--- src/design/ibsf_pkg.sv ---
package ibsf_pkg;
   // Byte address width of the register port
   localparam int ADDR_W = 18;
   // Register indices; byte address is four times the index
   localparam logic [15:0] IDX_CTRL = 16'hffa6;
   localparam logic [15:0] IDX_STAT = 16'hffaa;
   localparam logic [15:0] IDX_FLAG = 16'hffab;
   localparam logic [15:0] IDX_INT_STAT = 16'hffb0;
   localparam logic [15:0] IDX_INT_CLR = 16'hffb1;
   localparam logic [15:0] IDX_INT_EN = 16'hffb2;
   // Control register fields
   localparam int CTRL_ENABLE_BIT = 7;
   localparam int CTRL_EXIT_BIT = 6;
   localparam int CTRL_START_BIT = 1;
   // Status register fields
   localparam int STAT_STOP_BIT = 0;
   // Flag register fields
   localparam int FLAG_FAIL_BIT = 7;
   localparam int FLAG_BUSY_BIT = 6;
   localparam int FLAG_INIT_BIT = 1;
   localparam int FLAG_RESV_BIT = 0;
   localparam logic [7:0] FLAG_RESET = 8'h00;
   // Interrupt event bits
   localparam int INT_W = 3;
   localparam int INT_STOP_BIT = 0;
   localparam int INT_START_BIT = 1;
   localparam int INT_FAIL_BIT = 2;
   localparam logic [INT_W-1:0] INT_RESET = 3'h0;
   // Synchroniser depth for the bus pins
   localparam int SYNC_STAGES = 2;
endpackage

--- src/design/ibsf_cond_if.sv ---
`timescale 1ns/100ps
// Bus condition events passed from the detector to the flag logic
interface ibsf_cond_if;
   logic startSeen; // Start condition, one-cycle pulse
   logic stopSeen;  // Stop condition, one-cycle pulse
   logic sclRise;   // Rising clock line, one-cycle pulse
   modport det (output startSeen, output stopSeen, output sclRise);
   modport use_side (input startSeen, input stopSeen, input sclRise);
endinterface

--- src/design/ibsf_cond_det.sv ---
`timescale 1ns/100ps
module ibsf_cond_det
   import ibsf_pkg::*;
#(
   parameter int SYNC_N = SYNC_STAGES
) (
   // Clock and reset
   input wire logic clk_sys,
   input wire logic srst,
   // Bus pins, asynchronous
   input wire logic sclPin,
   input wire logic sdaPin,
   // Condition events
   ibsf_cond_if.det cond
);
   // Depth check
   if (SYNC_N < 2) begin : g_chk
      $error("SYNC_N must be at least 2");
   end

   logic [SYNC_N-1:0] sclSync_r; // Clock line synchroniser chain
   logic [SYNC_N-1:0] sdaSync_r; // Data line synchroniser chain
   logic sclPrev_r; // Previous synchronised clock level
   logic sdaPrev_r; // Previous synchronised data level
   logic startSeen_r;
   logic stopSeen_r;
   logic sclRise_r;

   // Synchronised levels, last stage only
   wire logic sclNow = sclSync_r[SYNC_N-1];
   wire logic sdaNow = sdaSync_r[SYNC_N-1];
   // Data falls or rises while clock stays high
   wire logic sdaFall = sdaPrev_r & ~sdaNow;
   wire logic sdaRise = ~sdaPrev_r & sdaNow;
   wire logic sclHigh = sclPrev_r & sclNow;

   // Synchronisers and history; idle bus reads high
   always_ff @(posedge clk_sys) begin
      if (srst) begin
         sclSync_r <= '1;
         sdaSync_r <= '1;
         sclPrev_r <= 1'b1;
         sdaPrev_r <= 1'b1;
      end else begin
         sclSync_r <= {sclSync_r[SYNC_N-2:0], sclPin};
         sdaSync_r <= {sdaSync_r[SYNC_N-2:0], sdaPin};
         sclPrev_r <= sclNow;
         sdaPrev_r <= sdaNow;
      end
   end

   // Registered condition pulses
   always_ff @(posedge clk_sys) begin
      if (srst) begin
         startSeen_r <= 1'b0;
         stopSeen_r <= 1'b0;
         sclRise_r <= 1'b0;
      end else begin
         startSeen_r <= sclHigh & sdaFall;
         stopSeen_r <= sclHigh & sdaRise;
         sclRise_r <= ~sclPrev_r & sclNow;
      end
   end

   assign cond.startSeen = startSeen_r;
   assign cond.stopSeen = stopSeen_r;
   assign cond.sclRise = sclRise_r;
endmodule

--- src/design/ibsf_flags.sv ---
// What this block does
// - Stop condition sets the stop-detected flag
// - First address clock after start clears it
// - Disable falling edge and reset clear it
// - Flag register resets zero; fixed bit layout
// - Failure and busy bits ignore software writes
// - Mode bits writable only while disabled
// - Busy, no reservation: drop request, flag failure
// - Busy set on start, cleared on stop
// - Enable sets busy unless initial start enabled
// - Start permitted only while bus released
// - Initial start enable cleared by stop
// - Reservation disable changes only by software
//
// Register access over Avalon-MM was left to the implementer.
`timescale 1ns/100ps
module ibsf_flags
   import ibsf_pkg::*;
(
   // Clock and reset
   input wire logic clk_sys,
   input wire logic srst,
   // Avalon-MM slave
   input wire logic [ADDR_W-1:0] avsAddress,
   input wire logic avsRead,
   input wire logic avsWrite,
   input wire logic [31:0] avsWritedata,
   input wire logic [3:0] avsByteenable,
   output logic [31:0] avsReaddata,
   output logic avsWaitrequest,
   // Two-wire bus pins, sampled only
   input wire logic sclPin,
   input wire logic sdaPin,
   // Start generation permit to the bus engine
   output logic startGo,
   // Interrupt
   output logic irq
);
   // Condition events from the detector
   ibsf_cond_if cond ();

   ibsf_cond_det #(
      .SYNC_N(SYNC_STAGES)
   ) u_det (
      .clk_sys(clk_sys),
      .srst(srst),
      .sclPin(sclPin),
      .sdaPin(sdaPin),
      .cond(cond)
   );

   // Bus slave state
   logic ack_r; // Second cycle of an access
   logic [31:0] readData_r;
   // Control state
   logic enable_r;     // Interface enable
   logic enablePrev_r; // Enable one cycle ago
   logic startReq_r;   // Pending start request
   logic startGo_r;
   // Flag state
   logic stopFlag_r;  // Stop detected
   logic addrArm_r;   // Waiting for first address clock
   logic failFlag_r;  // Start failure
   logic busyFlag_r;  // Bus busy
   logic initEn_r;    // Initial start enable
   logic resvDis_r;   // Reservation disable
   // Interrupt state
   logic [INT_W-1:0] intStat_r;
   logic [INT_W-1:0] intEn_r;
   logic irq_r;

   // Access handshake: one wait cycle, then accept
   wire logic access = avsRead | avsWrite;
   assign avsWaitrequest = access & ~ack_r;
   wire logic wrAccept = avsWrite & ack_r;
   wire logic rdLoad = avsRead & ~ack_r;
   wire logic wrLow = wrAccept & avsByteenable[0];
   wire logic [15:0] regIdx = avsAddress[ADDR_W-1:2];

   // Address decode
   wire logic selCtrl = regIdx == IDX_CTRL;
   wire logic selStat = regIdx == IDX_STAT;
   wire logic selFlag = regIdx == IDX_FLAG;
   wire logic selIntStat = regIdx == IDX_INT_STAT;
   wire logic selIntClr = regIdx == IDX_INT_CLR;
   wire logic selIntEn = regIdx == IDX_INT_EN;

   // Write strobes
   wire logic wrCtrl = wrLow & selCtrl;
   // Flag write reaches mode bits only
   wire logic wrFlag = wrLow & selFlag;
   wire logic wrIntClr = wrLow & selIntClr;
   wire logic wrIntEn = wrLow & selIntEn;
   wire logic reqWrite = wrCtrl & avsWritedata[CTRL_START_BIT];
   wire logic exitPulse = wrCtrl & avsWritedata[CTRL_EXIT_BIT];

   // Enable edges, seen one cycle after the write
   wire logic enRise = enable_r & ~enablePrev_r;
   wire logic enFall = ~enable_r & enablePrev_r;

   // Bus events count only while enabled
   wire logic startEv = cond.startSeen & enable_r;
   wire logic stopEv = cond.stopSeen & enable_r;
   wire logic addrClk = addrArm_r & cond.sclRise;

   wire logic permit = enable_r & ~busyFlag_r;
   wire logic failEv = startReq_r & enable_r & busyFlag_r & resvDis_r;

   // Register read values
   // Flag layout, bits 5..2 zero
   wire logic [7:0] flagVal = {failFlag_r, busyFlag_r, 4'h0,
                               initEn_r, resvDis_r};
   wire logic [7:0] ctrlVal = {enable_r, 5'h00, startReq_r, 1'b0};
   wire logic [7:0] statVal = {7'h00, stopFlag_r};
   wire logic [7:0] intStatVal = {5'h00, intStat_r};
   wire logic [7:0] intEnVal = {5'h00, intEn_r};
   wire logic [7:0] rdByte = selCtrl ? ctrlVal :
                             selStat ? statVal :
                             selFlag ? flagVal :
                             selIntStat ? intStatVal :
                             selIntEn ? intEnVal : 8'h00;

   // Next values of the flag state
   logic startReq_nxt;
   logic failFlag_nxt;
   logic busyFlag_nxt;
   logic stopFlag_nxt;
   logic addrArm_nxt;
   logic initEn_nxt;
   logic resvDis_nxt;
   logic [INT_W-1:0] intEv;
   logic [INT_W-1:0] intStat_nxt;

   // Request, failure and busy next values
   always_comb begin
      // Request dropped on failure, start, exit or disable
      if (!enable_r || exitPulse || failEv || startEv) begin
         startReq_nxt = 1'b0;
      end else if (reqWrite) begin
         startReq_nxt = 1'b1;
      end else begin
         startReq_nxt = startReq_r;
      end
      if (failEv) begin
         failFlag_nxt = 1'b1;
      end else if (reqWrite || !enable_r) begin
         failFlag_nxt = 1'b0;
      end else begin
         failFlag_nxt = failFlag_r;
      end
      if (!enable_r) begin
         busyFlag_nxt = 1'b0;
      end else if (startEv || (enRise && !initEn_r)) begin
         busyFlag_nxt = 1'b1;
      end else if (stopEv || enRise) begin
         busyFlag_nxt = 1'b0;
      end else begin
         busyFlag_nxt = busyFlag_r;
      end
   end

   // Stop flag, mode bits and interrupt next values
   always_comb begin
      if (enFall) begin
         stopFlag_nxt = 1'b0;
      end else if (stopEv) begin
         stopFlag_nxt = 1'b1;
      end else if (addrClk) begin
         stopFlag_nxt = 1'b0;
      end else begin
         stopFlag_nxt = stopFlag_r;
      end
      // Armed by start until the next clock rise
      if (!enable_r || addrClk) begin
         addrArm_nxt = 1'b0;
      end else if (startEv) begin
         addrArm_nxt = 1'b1;
      end else begin
         addrArm_nxt = addrArm_r;
      end
      if (stopEv) begin
         initEn_nxt = 1'b0;
      end else if (wrFlag && !enable_r) begin
         initEn_nxt = avsWritedata[FLAG_INIT_BIT];
      end else begin
         initEn_nxt = initEn_r;
      end
      if (wrFlag && !enable_r) begin
         resvDis_nxt = avsWritedata[FLAG_RESV_BIT];
      end else begin
         resvDis_nxt = resvDis_r;
      end
      // Sticky events; a new event beats the clear
      intEv = '0;
      intEv[INT_STOP_BIT] = stopEv;
      intEv[INT_START_BIT] = startEv;
      intEv[INT_FAIL_BIT] = failEv;
      intStat_nxt = intStat_r;
      if (wrIntClr) begin
         intStat_nxt = intStat_r & ~avsWritedata[INT_W-1:0];
      end
      intStat_nxt = intStat_nxt | intEv;
   end

   // Bus slave registers
   always_ff @(posedge clk_sys) begin
      if (srst) begin
         ack_r <= 1'b0;
         readData_r <= 32'h00000000;
      end else begin
         ack_r <= access & ~ack_r;
         if (rdLoad) begin
            readData_r <= {24'h000000, rdByte};
         end
      end
   end

   // Control registers
   always_ff @(posedge clk_sys) begin
      if (srst) begin
         enable_r <= 1'b0;
         enablePrev_r <= 1'b0;
         startGo_r <= 1'b0;
      end else begin
         enablePrev_r <= enable_r;
         if (wrCtrl) begin
            enable_r <= avsWritedata[CTRL_ENABLE_BIT];
         end
         startGo_r <= startReq_r & permit;
      end
   end

   always_ff @(posedge clk_sys) begin
      if (srst) begin
         startReq_r <= 1'b0;
         failFlag_r <= FLAG_RESET[FLAG_FAIL_BIT];
         busyFlag_r <= FLAG_RESET[FLAG_BUSY_BIT];
         initEn_r <= FLAG_RESET[FLAG_INIT_BIT];
         resvDis_r <= FLAG_RESET[FLAG_RESV_BIT];
         stopFlag_r <= 1'b0;
         addrArm_r <= 1'b0;
      end else begin
         startReq_r <= startReq_nxt;
         failFlag_r <= failFlag_nxt;
         busyFlag_r <= busyFlag_nxt;
         initEn_r <= initEn_nxt;
         resvDis_r <= resvDis_nxt;
         stopFlag_r <= stopFlag_nxt;
         addrArm_r <= addrArm_nxt;
      end
   end

   // Interrupt registers
   always_ff @(posedge clk_sys) begin
      if (srst) begin
         intStat_r <= INT_RESET;
         intEn_r <= INT_RESET;
         irq_r <= 1'b0;
      end else begin
         intStat_r <= intStat_nxt;
         if (wrIntEn) begin
            intEn_r <= avsWritedata[INT_W-1:0];
         end
         irq_r <= |(intStat_r & intEn_r);
      end
   end

   assign avsReaddata = readData_r;
   assign startGo = startGo_r;
   assign irq = irq_r;
endmodule

--- config.mk ---
export PLATFORM = sky130hd
export DESIGN_NAME = ibsf_flags
export DESIGN_NICKNAME = d
export VERILOG_FILES = /design/src/design/ibsf_pkg.sv /design/src/design/ibsf_cond_if.sv /design/src/design/ibsf_cond_det.sv /design/src/design/ibsf_flags.sv
export SDC_FILE = /design/constraint.sdc
export NUM_CORES = 1
export LEC_CHECK = 0
export BUFFER_PORTS_ARGS = -buffer_cell sky130_fd_sc_hd__buf_2
export CELL_PAD_IN_SITES_DETAIL_PLACEMENT = 1
export CELL_PAD_IN_SITES_GLOBAL_PLACEMENT = 1
export CORE_MARGIN = 2
export CORE_UTILIZATION = 27
export DETAILED_ROUTE_END_ITERATION = 16
export GPL_TIMING_DRIVEN = 0
export PLACE_DENSITY_LB_ADDON = 0.1
export SETUP_SLACK_MARGIN = 0.4
export SYNTH_ARGS = -nofsm -noshare
export SYNTH_HDL_FRONTEND = slang
export SYNTH_SLANG_ARGS = --single-unit
--- constraint.sdc ---
create_clock -name clk_sys -period 1.2 [get_ports clk_sys]
set_input_delay 0.24 -clock clk_sys [delete_from_list [all_inputs] [get_ports clk_sys]]
set_output_delay 0.24 -clock clk_sys [all_outputs]
set_load 0.05 [all_outputs]
==> impl_results.md <==
* Root buf cell: clkbuf_8
* DRT iter0 DRCs at 67
* Max Transition Viols Final at 0
* Synth Area in Adders at 0%
* Hold buffers post-CTS at 0
* IO Pins at 95
* Vias in the first global route at 1,503
* P&R area growth vs syn at 57.4%
* Post-synth top area cell: dfxtp_1
* DP Wirelength at 3500 µm
* Reg2reg end: intEn_r[0]$_SDFFE_PP0P_
* Placed Area at 2030 µm²
* Ys async rst share at 0%
* Crit-path max cell delay at 0.37 ns
* Final wirelength at 4660 µm
* Maxcap violations at 0
* WL per Instance at 13.9 µm
* FF+latch count, synth at 32
* Clock Pin Slew Worst Setup and Hold Paths at 0.07 ns
* Die Y at 81.1 µm
* WHS Path Cells at 2
* Via count at 1,526
* Crit path arrival time at 1.37 ns
* Antenna-violating nets left at 0
* Crit-path most repeated cell: and3_4
* Hold crit path type: in2reg
* Final Cycle Share at 96.1%
* Avg Inst Size Synth at 8.93 µm²
* # rows at 28
* Buf/Inv on CP at 1
* DR pass1 iterations at 6
* Area of the mapped netlist at 1610 µm²
* Post-synthesis cell count at 180
* Die area at 6580 µm²
* Die width at 81.1 µm
* CP max FO at 8
* Final weighted congestion in routability-driven placement at 0.767
* Largest net degree at the start of global routing at 11
* Top post-synthesis cells by area: dfxtp_1 (40%), buf_4 (13%), a21oi_1 (3.7%)
* Synth Flop Type: dfxtp_1
* Maximum clock frequency at 867 MHz
* Largest family of logic cells by synthesized area: simple AND/OR/NAND/NOR gates
* Min cycle time layout at 1.15 ns
* Setup violators final at 0
* Final Core Density at 43.2%
* Least-Margin Pin Slew at 0.608 ns
* RSZ-0062 raised after global routing: true
* Rel. slew slack at 59.5%
* Distinct cells, synth at 45
* Post-synthesis compound-gate area fraction at 14.1%
* Max VDD drop at 0.745 mV
* Layout cell share with drive strength beyond 1 at 56.0%
* Design area at 2530 µm²
* H-tree depth at 2
* Slowest CP cell: dfxtp_4
* Register area share after synthesis at 39.9%
* Reg2reg setup slack at 0.05 ns
* CP top delay family: simple AND/OR/NAND/NOR gates
* Setup_tns at 0 ns
* Top-area cell type share of the netlist area at 39.9%
* Port Buffer Count at 34
* CP Capture Type: register
* Core Region at 5850 µm²
* Via-to-Cell Ratio at 4.57
* Starting Density at 27.5%
* Worst R2R Path Depth at 5
* YS warnings at 0
* Power Dens Cells at 975 nW/µm²
* Worst EP required at 1.42 ns
* Mux contribution to synthesized area at 1.87%
* Hold Crit Endpoint: u_det.sclSync_r[0]$_SDFF_PP1_
* Clk sinks at 32
* Total Routing Usage GR at 15.2%
* Kind of critical path: reg2reg
* XOR/XNOR Fraction of Synth Area at 0%
* Number of CTS-inserted buffers at 5
* Antenna Cells at 0
* Fin. Hold Viols at 0
* Worst hold path startpoint: sclPin
* CTS tree: done
* Outcome: finished, final reports clean
* Initial antenna violation count at 0
* Total grt overflow at 0
* Remaining DRCs at 0
* Fin Clk Skew at 0.00717 ns
* Global-route wire length before repair at 7470 µm
* Worst r2r src: ack_r$_SDFF_PP0_
* Pleak at 1.06 nW
* Clock latency on the worst-skew pair at 0.28 ns
* Final #Nets at 319
* EDFF count, synth at 0
* CTS max path bufs at 2
* Synth Area in Simple Gates at 28.7%
* Cell breakdown of the critical path: and3_4, clkbuf_16, and3_4, nand3_2, a21oi_2
* Startpoint Class: register
## final cells by class
class,count,area (µm²)
fill,693,3320
multi-input combinational,137,1020
sequential,32,661
timing repair buffer,46,379
buffer,32,263
clock buffer,7,96.3
tap,75,93.8
inverter,5,18.8
## stage by stage
step | instances | worst slack (ns) | hold WS, ns | power, mW
after floorplan | 206 | 0.0181 | 0.333 | 1.46
after global routing | 334 | -0.0293 | 0.131 | 2.59
after CTS | 328 | 0.0454 | 0.131 | 2.47
final | 334 | 0.0470 | 0.141 | 2.47
after global placement | 315 | -0.343 | 0.397 | 1.55
after detailed placement | 315 | -0.317 | 0.397 | 1.56
## flip-flops by register name, summed over array words and instances (netlist names), 2 cells and up
register and count:
avsReaddata 5, intEn_r 3, intStat_r 3, u_det.sclSync_r 2, u_det.sdaSync_r 2
## placed cells by master (no fill, tap or decap), types with 8 or more instances in the layout
| cell type | synthesis | layout |
|---|---|---|
| buf_6 | 0 | 8 |
| nand4_1 | 9 | 9 |
| buf_8 | 0 | 9 |
| buf_4 | 28 | 37 |
| buf_2 | 1 | 21 |
| dfxtp_1 | 32 | 20 |
| conb_1 | 1 | 27 |
| nand2_1 | 9 | 8 |
| dfxtp_2 | 0 | 10 |
| a21oi_1 | 12 | 8 |
## cell usage after synthesis, types with 2 or more instances
master	instances
nor2_1	9
and4_1	2
nand3_1	7
or2_2	6
nand2_1	9
nand2b_1	4
nor2b_1	2
clkbuf_1	3
inv_1	5
nand4_1	9
a41o_1	2
o31ai_1	2
o21ai_0	10
buf_4	28
dfxtp_1	32
a21oi_1	12
mux2i_1	3
and3_1	4
nor3b_1	5
## how the worst max path moves through the flow
stage,startpoint,endpoint,slack [ns],depth (start not counted)
floorplan,avsAddress[8],resvDis_r$_SDFFE_PP0P_,0.02,4
global placement,avsAddress[2],intEn_r[1]$_SDFFE_PP0P_,-0.34,5
detailed placement,avsAddress[2],intEn_r[1]$_SDFFE_PP0P_,-0.32,5
CTS,ack_r$_SDFF_PP0_,intEn_r[0]$_SDFFE_PP0P_,0.05,5
global route,ack_r$_SDFF_PP0_,intEn_r[1]$_SDFFE_PP0P_,-0.03,5
finish,ack_r$_SDFF_PP0_,intEn_r[0]$_SDFFE_PP0P_,0.05,5
## worst reg2reg max path: cells and delay by family (launching register included)
| family | cells | cell delay (ns) |
|---|---|---|
| AND/OR/NAND/NOR | 3 | 0.47 |
| flip-flops | 1 | 0.37 |
| AO/OA/AOI/OAI | 1 | 0.11 |
| buffers and inverters | 1 | 0.15 |
## report_power, final
group	switching, mW	total, mW	internal [mW]	leakage, nW
clock	0.372	0.882	0.510	0.0503
sequential	0.0122	1.09	1.08	0.266
combinational	0.326	0.498	0.172	0.749
total	0.710	2.47	1.76	1.06
## cells by family after synthesis
family	Yosys count
AOI/OAI and AO/OA	35
buffers and inverters	37
DFF	32
muxes	3
other	1
and+or+nand+nor	72
## metal layers
layer,up-vias,global-route usage [%],routed length [µm]
met5,-,0,0
met4,0,4.07,46
met3,8,4.00,248
met2,44,26.5,2330
met1,723,18.4,2030
li1,751,-,-
## what timing repair did
action,CTS,global route
endpoints found under the setup margin,30,31
gates resized for setup,59,23
pin swaps,22,10
setup buffers,6,6
endpoints found under the hold margin,0,0
Note: power is estimated with default switching activity, not from simulation.
